**src/shared/acq_pkg.sv**
```systemverilog
/*
  acquisition block package: register map, field positions, modes,
  state codes and the carrier structs of the top-level ports.
  assumes one clock domain and a 32-bit apb register bus.
*/
package acq_pkg;

  // register byte offsets
  localparam logic [7:0] OFS_CTRL   = 8'h00;
  localparam logic [7:0] OFS_CMD    = 8'h04;
  localparam logic [7:0] OFS_DIV1   = 8'h08;
  localparam logic [7:0] OFS_DIV2   = 8'h0C;
  localparam logic [7:0] OFS_RESULT = 8'h10;
  localparam logic [7:0] OFS_COUNT  = 8'h14;
  localparam logic [7:0] OFS_ADDR   = 8'h18;
  localparam logic [7:0] OFS_STATUS = 8'h1C;
  localparam logic [7:0] OFS_XFER   = 8'h20;

  // control register fields
  localparam int CTRL_MODE_LSB = 0;
  localparam int CTRL_SWEEP    = 3;
  localparam int CTRL_CH_LSB   = 4;
  localparam int CTRL_IRQ_EN   = 8;

  // command register bits, write one to act
  localparam int CMD_TRIG  = 0;
  localparam int CMD_START = 1;
  localparam int CMD_STOP  = 2;

  // status register bits
  localparam int STS_READY_N = 0;
  localparam int STS_RUN     = 1;
  localparam int STS_DONE    = 2;
  localparam int STS_BM_EN   = 3;
  localparam int STS_OVERRUN = 4;

  // acquisition modes: trigger source and transfer kind
  localparam logic [2:0] MODE_SW_POLL  = 3'h0;
  localparam logic [2:0] MODE_TMR_INT  = 3'h1;
  localparam logic [2:0] MODE_TMR_DMA  = 3'h2;
  localparam logic [2:0] MODE_EXT_POLL = 3'h3;
  localparam logic [2:0] MODE_EXT_INT  = 3'h4;
  localparam logic [2:0] MODE_EXT_DMA  = 3'h5;

  // widths and sizes
  localparam int BYTES_W = 27;
  localparam int SAMP_W  = 26;
  localparam logic [26:0] LW_BYTES = 27'h4;
  localparam logic [31:0] LW_STEP  = 32'h4;

  // reset values
  localparam logic [15:0] DIV_RST    = 16'h0001;
  localparam logic [15:0] RESULT_RST = 16'h0000;

  // acquisition state, one-hot
  typedef enum logic [1:0] {
    ST_IDLE = 2'b01,
    ST_RUN  = 2'b10
  } acq_state_e;

  typedef struct packed {
    logic        psel;
    logic        penable;
    logic        pwrite;
    logic [7:0]  paddr;
    logic [31:0] pwdata;
  } apb_req_s;

  typedef struct packed {
    logic [31:0] prdata;
    logic        pready;
    logic        pslverr;
  } apb_rsp_s;

  typedef struct packed {
    logic        start;
    logic [3:0]  channel;
  } adc_cmd_s;

  typedef struct packed {
    logic        done;
    logic [11:0] data;
  } adc_res_s;

  typedef struct packed {
    logic        req;
    logic        valid;
    logic [31:0] addr;
    logic [31:0] data;
  } mst_req_s;

  typedef struct packed {
    logic        gnt;
    logic        ready;
  } mst_rsp_s;

endpackage

```
**src/hdl/acq_dma.sv**
```systemverilog
/*
  acquisition engine: apb registers, trigger selection, converter
  sequencing with channel sweep, sample packing and a bus-master
  write port that moves longwords to host memory.
  assumes an external converter answering start with one done pulse,
  and a bus arbiter giving gnt and a target giving ready.
*/
// Operation
// RL1: ready flag goes low after each conversion
// RL2: channel in low nibble, value above
// RL3: value is unsigned twelve-bit code
// RL4: only both dma modes enable bus master
// RL5: host loads byte count and start address
// RL6: count in bytes, up to 2^26
// RL7: every data phase moves one longword
// RL8: dma results pushed, bus drains them
// RL9: drop bus request when nothing is held
// RL10: keep block running until count done
// RL11: completion raises optional irq, pollable
// RL12: no sweep means one fixed channel
// RL13: sweep counts down to zero, repeats
// RL14: stop after requested conversions or stop
// RL15: stop kills trigger and both timers; software mode still converts after stop
// RL16: transferred sample count stays readable
// RL17: status bit one running, zero done
// RL18: pace from two cascaded 16-bit dividers
// RL19: six trigger and transfer mode combinations
// RL20: sweep channel decrements then reloads start
// RL21: earlier sample in lower half
`timescale 1ns/1ps
`default_nettype none

module acq_dma (
  // clock and reset
  input  wire logic              CLOCK_I,
  input  wire logic              NRST_I,
  // register bus
  input  wire acq_pkg::apb_req_s APB_I,
  output var  acq_pkg::apb_rsp_s APB_O,
  // converter
  output var  acq_pkg::adc_cmd_s ADC_O,
  input  wire acq_pkg::adc_res_s ADC_I,
  input  wire logic              EXT_TRIG_I,
  // bus master write port
  output var  acq_pkg::mst_req_s MST_O,
  input  wire acq_pkg::mst_rsp_s MST_I,
  // completion request
  output var  logic              IRQ_O
);
  import acq_pkg::*;

  typedef struct packed {
    acq_state_e         st;
    logic [31:0]        prdata;
    logic               pready;
    logic               pslverr;
    logic [2:0]         mode;
    logic               sweep;
    logic [3:0]         start_ch;
    logic               irq_en;
    logic [15:0]        div1;
    logic [15:0]        div2;
    logic [BYTES_W-1:0] byte_count;
    logic [31:0]        base_addr;
    logic [15:0]        result;
    logic               ready_n;
    logic               conv_start;
    logic               conv_busy;
    logic [3:0]         chan;
    logic [SAMP_W-1:0]  conv_left;
    logic [15:0]        pack_lo;
    logic               pack_half;
    logic [31:0]        hold;
    logic               hold_valid;
    logic               mst_valid;
    logic [31:0]        mst_addr;
    logic [BYTES_W-1:0] bytes_left;
    logic [SAMP_W-1:0]  xfer_samples;
    logic               done;
    logic               overrun;
    logic               irq;
    logic               ext_d;
  } acq_s;

  acq_s s;
  acq_s next_s;

  logic tick;
  logic wr_acc;
  logic rd_acc;
  logic soft_trig;
  logic start_cmd;
  logic stop_cmd;
  logic bm_en;
  logic trig;
  logic conv_done;
  logic [15:0] word;

  // dma-capable mode decode, shared by the datapath and status
  function automatic logic is_dma(input logic [2:0] m);
    return (m == MODE_TMR_DMA) || (m == MODE_EXT_DMA); // RL4
  endfunction

  function automatic logic is_timer(input logic [2:0] m);
    return (m == MODE_TMR_INT) || (m == MODE_TMR_DMA);
  endfunction

  // pacer only runs inside an acquisition in a timer mode
  pacer_timer u_pacer (
    .clk_i  (CLOCK_I),
    .nrst_i (NRST_I),
    .run_i  ((s.st == ST_RUN) && is_timer(s.mode)), // RL15 RL18
    .div1_i (s.div1),
    .div2_i (s.div2),
    .tick_o (tick)
  );

  // completed apb access phases; pready is high one cycle only
  assign wr_acc = APB_I.psel && APB_I.penable && s.pready &&
                  APB_I.pwrite;
  assign rd_acc = APB_I.psel && APB_I.penable && s.pready &&
                  !APB_I.pwrite;
  assign soft_trig = wr_acc && (APB_I.paddr == OFS_CMD) &&
                     APB_I.pwdata[CMD_TRIG];
  assign start_cmd = wr_acc && (APB_I.paddr == OFS_CMD) &&
                     APB_I.pwdata[CMD_START];
  assign stop_cmd  = wr_acc && (APB_I.paddr == OFS_CMD) &&
                     APB_I.pwdata[CMD_STOP];
  assign bm_en     = is_dma(s.mode);
  assign conv_done = ADC_I.done && s.conv_busy;
  assign word      = {ADC_I.data, s.chan}; // RL2 RL3

  // trigger source by mode; software mode converts outside a run
  always_comb begin
    trig = 1'b0;
    unique case (s.mode) // RL19
      MODE_SW_POLL: trig = soft_trig;
      MODE_TMR_INT, MODE_TMR_DMA: trig = tick;
      MODE_EXT_POLL, MODE_EXT_INT, MODE_EXT_DMA:
        trig = EXT_TRIG_I && !s.ext_d;
      default: trig = 1'b0;
    endcase
    if (s.conv_busy) begin // one conversion at a time
      trig = 1'b0;
    end
    if (s.mode != MODE_SW_POLL) begin // RL15
      trig = trig && (s.st == ST_RUN) && (s.conv_left != '0); // RL14
    end
  end

  // whole next state
  always_comb begin
    next_s = s;
    next_s.conv_start = 1'b0;
    next_s.pready = 1'b0;
    next_s.pslverr = 1'b0;
    next_s.ext_d = EXT_TRIG_I;

    // apb setup phase: capture read data, answer next cycle
    if (APB_I.psel && !APB_I.penable && !s.pready) begin
      next_s.pready = 1'b1;
      next_s.prdata = '0;
      unique case (APB_I.paddr)
        OFS_CTRL: next_s.prdata = {23'h0, s.irq_en, s.start_ch,
                                   s.sweep, s.mode};
        OFS_CMD: next_s.prdata = '0;
        OFS_DIV1: next_s.prdata = {16'h0, s.div1};
        OFS_DIV2: next_s.prdata = {16'h0, s.div2};
        OFS_RESULT: next_s.prdata = {16'h0, s.result};
        OFS_COUNT: next_s.prdata = {5'h0, s.byte_count};
        OFS_ADDR: next_s.prdata = s.base_addr;
        OFS_STATUS: next_s.prdata = {27'h0, s.overrun, bm_en,
                                     s.done, s.st == ST_RUN, // RL17
                                     s.ready_n}; // RL1 RL11
        OFS_XFER: next_s.prdata = {6'h0, s.xfer_samples}; // RL16
        default: next_s.pslverr = 1'b1;
      endcase
    end

    // register writes at the access edge
    if (wr_acc) begin
      unique case (APB_I.paddr)
        OFS_CTRL: begin
          next_s.mode = APB_I.pwdata[CTRL_MODE_LSB +: 3];
          next_s.sweep = APB_I.pwdata[CTRL_SWEEP];
          next_s.start_ch = APB_I.pwdata[CTRL_CH_LSB +: 4];
          next_s.irq_en = APB_I.pwdata[CTRL_IRQ_EN];
          // idle converter follows a new channel at once, else
          // polled conversions would use the channel left from reset
          if ((s.st == ST_IDLE) && !s.conv_busy) begin
            next_s.chan = APB_I.pwdata[CTRL_CH_LSB +: 4]; // RL12
          end
        end
        OFS_DIV1: next_s.div1 = APB_I.pwdata[15:0]; // RL18
        OFS_DIV2: next_s.div2 = APB_I.pwdata[15:0]; // RL18
        OFS_COUNT: next_s.byte_count = APB_I.pwdata[BYTES_W-1:0]; // RL6
        OFS_ADDR: next_s.base_addr = APB_I.pwdata; // RL5
        default: ;
      endcase
    end

    // reading the result rearms the flag; a new result wins below
    if (rd_acc && (APB_I.paddr == OFS_RESULT)) begin
      next_s.ready_n = 1'b1;
    end

    // start: count and address are latched here
    if (start_cmd && (s.st == ST_IDLE)) begin
      next_s.done = 1'b0;
      next_s.overrun = 1'b0;
      next_s.chan = s.start_ch;
      next_s.conv_left = s.byte_count[BYTES_W-1:1]; // RL14
      next_s.bytes_left = s.byte_count; // RL6
      next_s.mst_addr = s.base_addr; // RL5
      next_s.xfer_samples = '0;
      next_s.pack_half = 1'b0;
      if (s.byte_count == '0) begin
        next_s.done = 1'b1;
      end else begin
        next_s.st = ST_RUN;
      end
    end

    // stop: no further timer or external triggers; counters stay readable
    if (stop_cmd && (s.st == ST_RUN)) begin
      next_s.st = ST_IDLE; // RL15 RL16
      if (!s.mst_valid) begin
        next_s.hold_valid = 1'b0;
      end
    end

    // issue a conversion
    if (trig) begin
      next_s.conv_start = 1'b1;
      next_s.conv_busy = 1'b1;
    end

    // bus-master data phase ends on ready
    if (s.mst_valid && MST_I.ready) begin
      next_s.mst_valid = 1'b0;
      next_s.hold_valid = 1'b0; // RL8 RL9
      next_s.mst_addr = s.mst_addr + LW_STEP; // RL7
      next_s.xfer_samples = s.xfer_samples + 26'h2; // RL7
      if (s.bytes_left <= LW_BYTES) begin
        next_s.bytes_left = '0;
        if (s.st == ST_RUN) begin // RL10
          next_s.st = ST_IDLE;
          next_s.done = 1'b1; // RL11
        end
      end else begin
        next_s.bytes_left = s.bytes_left - LW_BYTES; // RL10
      end
    end else if (s.hold_valid && !s.mst_valid && MST_I.gnt) begin
      next_s.mst_valid = 1'b1;
    end

    // conversion result
    if (conv_done) begin
      next_s.conv_busy = 1'b0;
      next_s.result = word; // RL2
      next_s.ready_n = 1'b0; // RL1
      if (!s.sweep) begin
        next_s.chan = s.start_ch; // RL12
      end else if (s.chan == 4'h0) begin
        next_s.chan = s.start_ch; // RL13 RL20
      end else begin
        next_s.chan = s.chan - 4'h1; // RL13 RL20
      end
      if (s.st == ST_RUN) begin
        next_s.conv_left = s.conv_left - 26'h1; // RL14
        if (!bm_en && (s.conv_left == 26'h1)) begin
          next_s.st = ST_IDLE; // RL14
          next_s.done = 1'b1;
        end
      end
      // pack two samples per longword, earliest low
      if (bm_en && (s.st == ST_RUN)) begin // RL8
        if (s.pack_half || (s.conv_left == 26'h1)) begin
          next_s.pack_half = 1'b0;
          if (next_s.hold_valid) begin
            next_s.overrun = 1'b1; // bus too slow, sample lost
          end else begin
            next_s.hold_valid = 1'b1; // RL9
            next_s.hold = s.pack_half ? {word, s.pack_lo} // RL21
                                      : {16'h0, word};
          end
        end else begin
          next_s.pack_lo = word; // RL21
          next_s.pack_half = 1'b1;
        end
      end
    end

    next_s.irq = next_s.done && next_s.irq_en; // RL11
  end

  // all state in one register
  always_ff @(posedge CLOCK_I or negedge NRST_I) begin
    if (!NRST_I) begin
      s <= '0;
      s.st <= ST_IDLE;
      s.ready_n <= 1'b1;
      s.div1 <= DIV_RST;
      s.div2 <= DIV_RST;
      s.result <= RESULT_RST;
    end else begin
      s <= next_s;
    end
  end

  // outputs straight from flops
  assign APB_O = '{prdata: s.prdata, pready: s.pready,
                   pslverr: s.pslverr};
  assign ADC_O = '{start: s.conv_start, channel: s.chan};
  assign MST_O = '{req: s.hold_valid, valid: s.mst_valid, // RL9
                   addr: s.mst_addr, data: s.hold};
  assign IRQ_O = s.irq;
endmodule // acq_dma

`default_nettype wire

```
**src/hdl/pacer_timer.sv**
```systemverilog
/*
  pacer timer: two cascaded 16-bit down-count dividers that give one
  tick every div1 * div2 clocks while run is high.
  assumes dividers stay steady while running; zero counts as one.
*/
`timescale 1ns/1ps
`default_nettype none

module pacer_timer (
  // clock and reset
  input  wire logic        clk_i,
  input  wire logic        nrst_i,
  // control
  input  wire logic        run_i,
  input  wire logic [15:0] div1_i,
  input  wire logic [15:0] div2_i,
  // pacing tick
  output var  logic        tick_o
);
  import acq_pkg::*;

  typedef struct packed {
    logic [15:0] cnt1;
    logic [15:0] cnt2;
    logic        tick;
  } pacer_s;

  pacer_s s;
  pacer_s next_s;

  // cascade: first stage wraps, second stage steps on each wrap
  always_comb begin
    next_s = s;
    next_s.tick = 1'b0;
    if (!run_i) begin // halted, reload both stages
      next_s.cnt1 = div1_i;
      next_s.cnt2 = div2_i;
    end else if (s.cnt1 <= 16'h0001) begin
      next_s.cnt1 = div1_i;
      if (s.cnt2 <= 16'h0001) begin
        next_s.cnt2 = div2_i;
        next_s.tick = 1'b1;
      end else begin
        next_s.cnt2 = s.cnt2 - 16'h0001;
      end
    end else begin
      next_s.cnt1 = s.cnt1 - 16'h0001;
    end
  end

  always_ff @(posedge clk_i or negedge nrst_i) begin
    if (!nrst_i) begin
      s <= '{cnt1: DIV_RST, cnt2: DIV_RST, tick: 1'b0};
    end else begin
      s <= next_s;
    end
  end

  assign tick_o = s.tick;

endmodule // pacer_timer

`default_nettype wire

```
**config.mk**
```make
export PLATFORM = sky130hd
export DESIGN_NAME = acq_dma
export DESIGN_NICKNAME = d
export VERILOG_FILES = /design/src/shared/acq_pkg.sv /design/src/hdl/acq_dma.sv /design/src/hdl/pacer_timer.sv
export SDC_FILE = /design/constraint.sdc
export NUM_CORES = 1
export LEC_CHECK = 0
export BUFFER_PORTS_ARGS = -buffer_cell sky130_fd_sc_hd__buf_2
export CAP_MARGIN = 20
export CORE_ASPECT_RATIO = 0.5
export CORE_MARGIN = 3
export CORE_UTILIZATION = 50
export DETAILED_ROUTE_END_ITERATION = 16
export PLACE_DENSITY = 0.69
export SLEW_MARGIN = 10
export SYNTH_ARGS = -nofsm -noshare
export SYNTH_HDL_FRONTEND = slang
export SYNTH_SLANG_ARGS = --single-unit
```
**constraint.sdc**
```tcl
create_clock -name CLOCK_I -period 3.4 [get_ports CLOCK_I]
set_clock_uncertainty 0.15 [all_clocks]
set_input_delay 0.85 -clock CLOCK_I [delete_from_list [all_inputs] [get_ports CLOCK_I]]
set_output_delay 0.85 -clock CLOCK_I [all_outputs]
set_load 0.02 [all_outputs]
```
==> results.json <==
{
  "status": "finished, final reports clean",
  "routabilityCongestion": 0.996,
  "vias": 15400,
  "grt_antenna_before_repair": 0,
  "clock_latency_ns": 0.54,
  "hold_viol": 0,
  "yosys-top-cells-area": "dfrtp_1 47%, mux2_2 7.3%, buf_4 4.4%, nand2_1 3.0%, a21oi_1 2.9%",
  "place_worst_setup_slack_ns": 0.124,
  "grt_pass1_vias": 14400,
  "fillerInstances": 3206,
  "wl_um": 57200,
  "synth_common_cells": "351 x dfrtp_1, 148 x nand2_1, 121 x mux2_2",
  "min_period_ns": 2.91,
  "crit_required_ns": 3.66,
  "startpoint": "s[160]",
  "drv_slew": 0,
  "setup_slack_ns": 0.487,
  "multi_input_area_um2": 8500,
  "r2r-start": "s[160]",
  "avgSynthCellArea_um2": 10.2,
  "die_x_um": 280,
  "dpl.hpwl_um": 41200,
  "grt_setup_unrepaired": "no",
  "ant_nets": 0,
  "dr.first_iter.drc_count": 1789,
  "top_layer_used": "met4",
  "ios": 167,
  "cts_root_buf": "clkbuf_16",
  "layout-area-overhead-vs-synth_pct": 10.8,
  "dr.pass1.iters": 6,
  "leakagePower_nw": 9.83,
  "routed_via_density": 6.39,
  "cts_setup_buffers": 0,
  "cp-start-kind": "flip-flop",
  "fin_util_pct": 57.1,
  "core.rowCount": 49,
  "nets": 1968,
  "die_height_um": 143,
  "ir_worst_vdd_v": 0.000333,
  "port_buffers": 166,
  "syn-num-nets": 1906,
  "clk_pin_slew_worst_paths_ns": 0.06,
  "cts_resized": 0,
  "htree_levels": 2,
  "drv_cap": 0,
  "cts_buffers": 34,
  "min_period_over_period_pct": 85.7,
  "post-route-cell-area_um2": 20800,
  "hold_buffers": 0,
  "grt_max_degree": 87,
  "start_util_pct": 51.5,
  "met1_length_um": 25600,
  "clock_sinks": 357,
  "core_area_um2": 36400,
  "clock.fmax_mhz": 343,
  "n_antenna_cell": 0,
  "ys_ff_latch": 357,
  "drive_above_1_share_pct": 24.0,
  "gr-total-overflow": 0,
  "yosys.area.top_type": "dfrtp_1",
  "synth_top_area_share_pct": 46.8,
  "synth_area_um2": 18800,
  "hold_class": "in -> async",
  "clk_path_buf_depth": 3,
  "worst_slew_pin_slew_ns": 1.09,
  "relSlewSlack_pct": 27.0,
  "seq_area_frac_synth_pct": 47.7,
  "ys_types": 92,
  "yosysMostFrequentCell": "dfrtp_1",
  "regArea_um2": 8940,
  "syn_inst": 1833,
  "grt_pass1_wl_um": 88400,
  "grt_use_total_pct": 28.6,
  "synth_edf_count": 0,
  "worstPathArrival_ns": 3.17,
  "synth_ff_type": "dfrtp_1",
  "power.density_nw_per_um2": 417,
  "cts_tree": "yes",
  "wl_met2_um": 24800,
  "setup_violations": 0,
  "post-route-drc-count": 0,
  "async_reset_ff_share_pct": 100,
  "die_area_um2": 40000,
  "routedWlPerCell_um": 23.8,
  "placed_area_um2": 19600,
  "end_kind": "flip-flop",
  "crit_type": "reg -> reg",
  "setup-tns-final_ns": 0,
  "yosys_warnings": 0,
  "crit_fanout": 17,
  "wl_met3_um": 4980
}
==> per-stage QoR <==
| stage | hold slack [ns] | cells | total power [mW] |
|---|---|---|---|
| 6_report | 0.0722 | 2405 | 8.67 |
| 5_1_grt | 0.0926 | 2405 | 8.94 |
| 4_1_cts | 0.0798 | 2405 | 8.74 |
| 3_5_place_dp | 0.302 | 2343 | 4.66 |
| 3_3_place_gp | 0.295 | 2343 | 4.65 |
| 2_1_floorplan | 0.290 | 1833 | 4.44 |
==> cell usage in the layout (no fill, tap or decap), types with 24 or more instances in the layout <==
| cell type | Yosys | routed |
|---|---|---|
| nor3_1 | 67 | 66 |
| inv_1 | 32 | 32 |
| nor2_1 | 87 | 86 |
| buf_4 | 110 | 57 |
| nand2_1 | 148 | 148 |
| a222oi_1 | 24 | 24 |
| mux2_2 | 121 | 121 |
| nand3_1 | 68 | 68 |
| a31oi_1 | 30 | 29 |
| o21ai_0 | 80 | 80 |
| dfrtp_1 | 351 | 351 |
| clkbuf_16 | 0 | 37 |
| a22oi_1 | 29 | 29 |
| nor4_1 | 30 | 29 |
| a21oi_1 | 107 | 107 |
| nand4_1 | 29 | 29 |
| a22o_1 | 31 | 31 |
| buf_2 | 25 | 165 |
==> area by class of cell <==
class	count	area share, %
clock inverters	12	0.608
repair buffers	230	6.78
multi-input cells	1239	40.9
flip-flops and latches	357	43.0
clock buffers	50	5.17
inverters	33	0.596
well taps	484	2.91
==> sequential cells by signal, summed over array words and instances, names as in the netlist <==
name and count:
MST_O 66, u_pacer.s 32, IRQ_O 1, u_pacer.tick_o 1, ADC_O 5, APB_O 34, s 218
==> cells by family (layout without fill, tap and decap cells) <==
kind of cell | after synthesis | after routing | synth area share (%)
xor gates and xnor gates | 32 | 32 | 1.49
muxes | 157 | 157 | 9.39
adders and majority gates | 12 | 12 | 0.801
and+or+nand+nor | 568 | 568 | 16.4
buffers and inverters | 237 | 325 | 7.15
DFF | 357 | 357 | 47.7
AOI/OAI and AO/OA | 470 | 470 | 17.0
==> per-layer routing <==
layer / track usage (%) / up-vias
met1: 41.9 / 7682
met4: 8.62 / 0
met5: 0 / -
li1: - / 6904
met2: 43.1 / 674
met3: 5.67 / 109
==> final timing paths <==
kind / to / slack (ns) / cells past startpoint
max in group asynchronous: MST_O[8] / 2.16 / 2
min reg2reg: APB_O[33] / 0.31 / 2
max: s[137] / 0.49 / 5
min in group CLOCK_I: s[0] / 0.29 / 1
min: s[243] / 0.07 / 1
max reg2reg: s[137] / 0.49 / 5
==> report_power, final <==
group	switching, mW	leakage [nW]	internal (mW)
Sequential	0.0182	4.91	4.26
Clock	1.73	0.598	2.37
Combinational	0.218	4.32	0.0818
Total	1.97	9.83	6.70
==> worst max-delay path, stage by stage (launching register included) <==
cell and delay (ns):
dfrtp_1 0.45, or4_1 0.65, and4bb_2 0.40, a31o_1 0.43
nor2_2 0.29, mux2_1 0.39
Power figures use the tool's default switching activity.
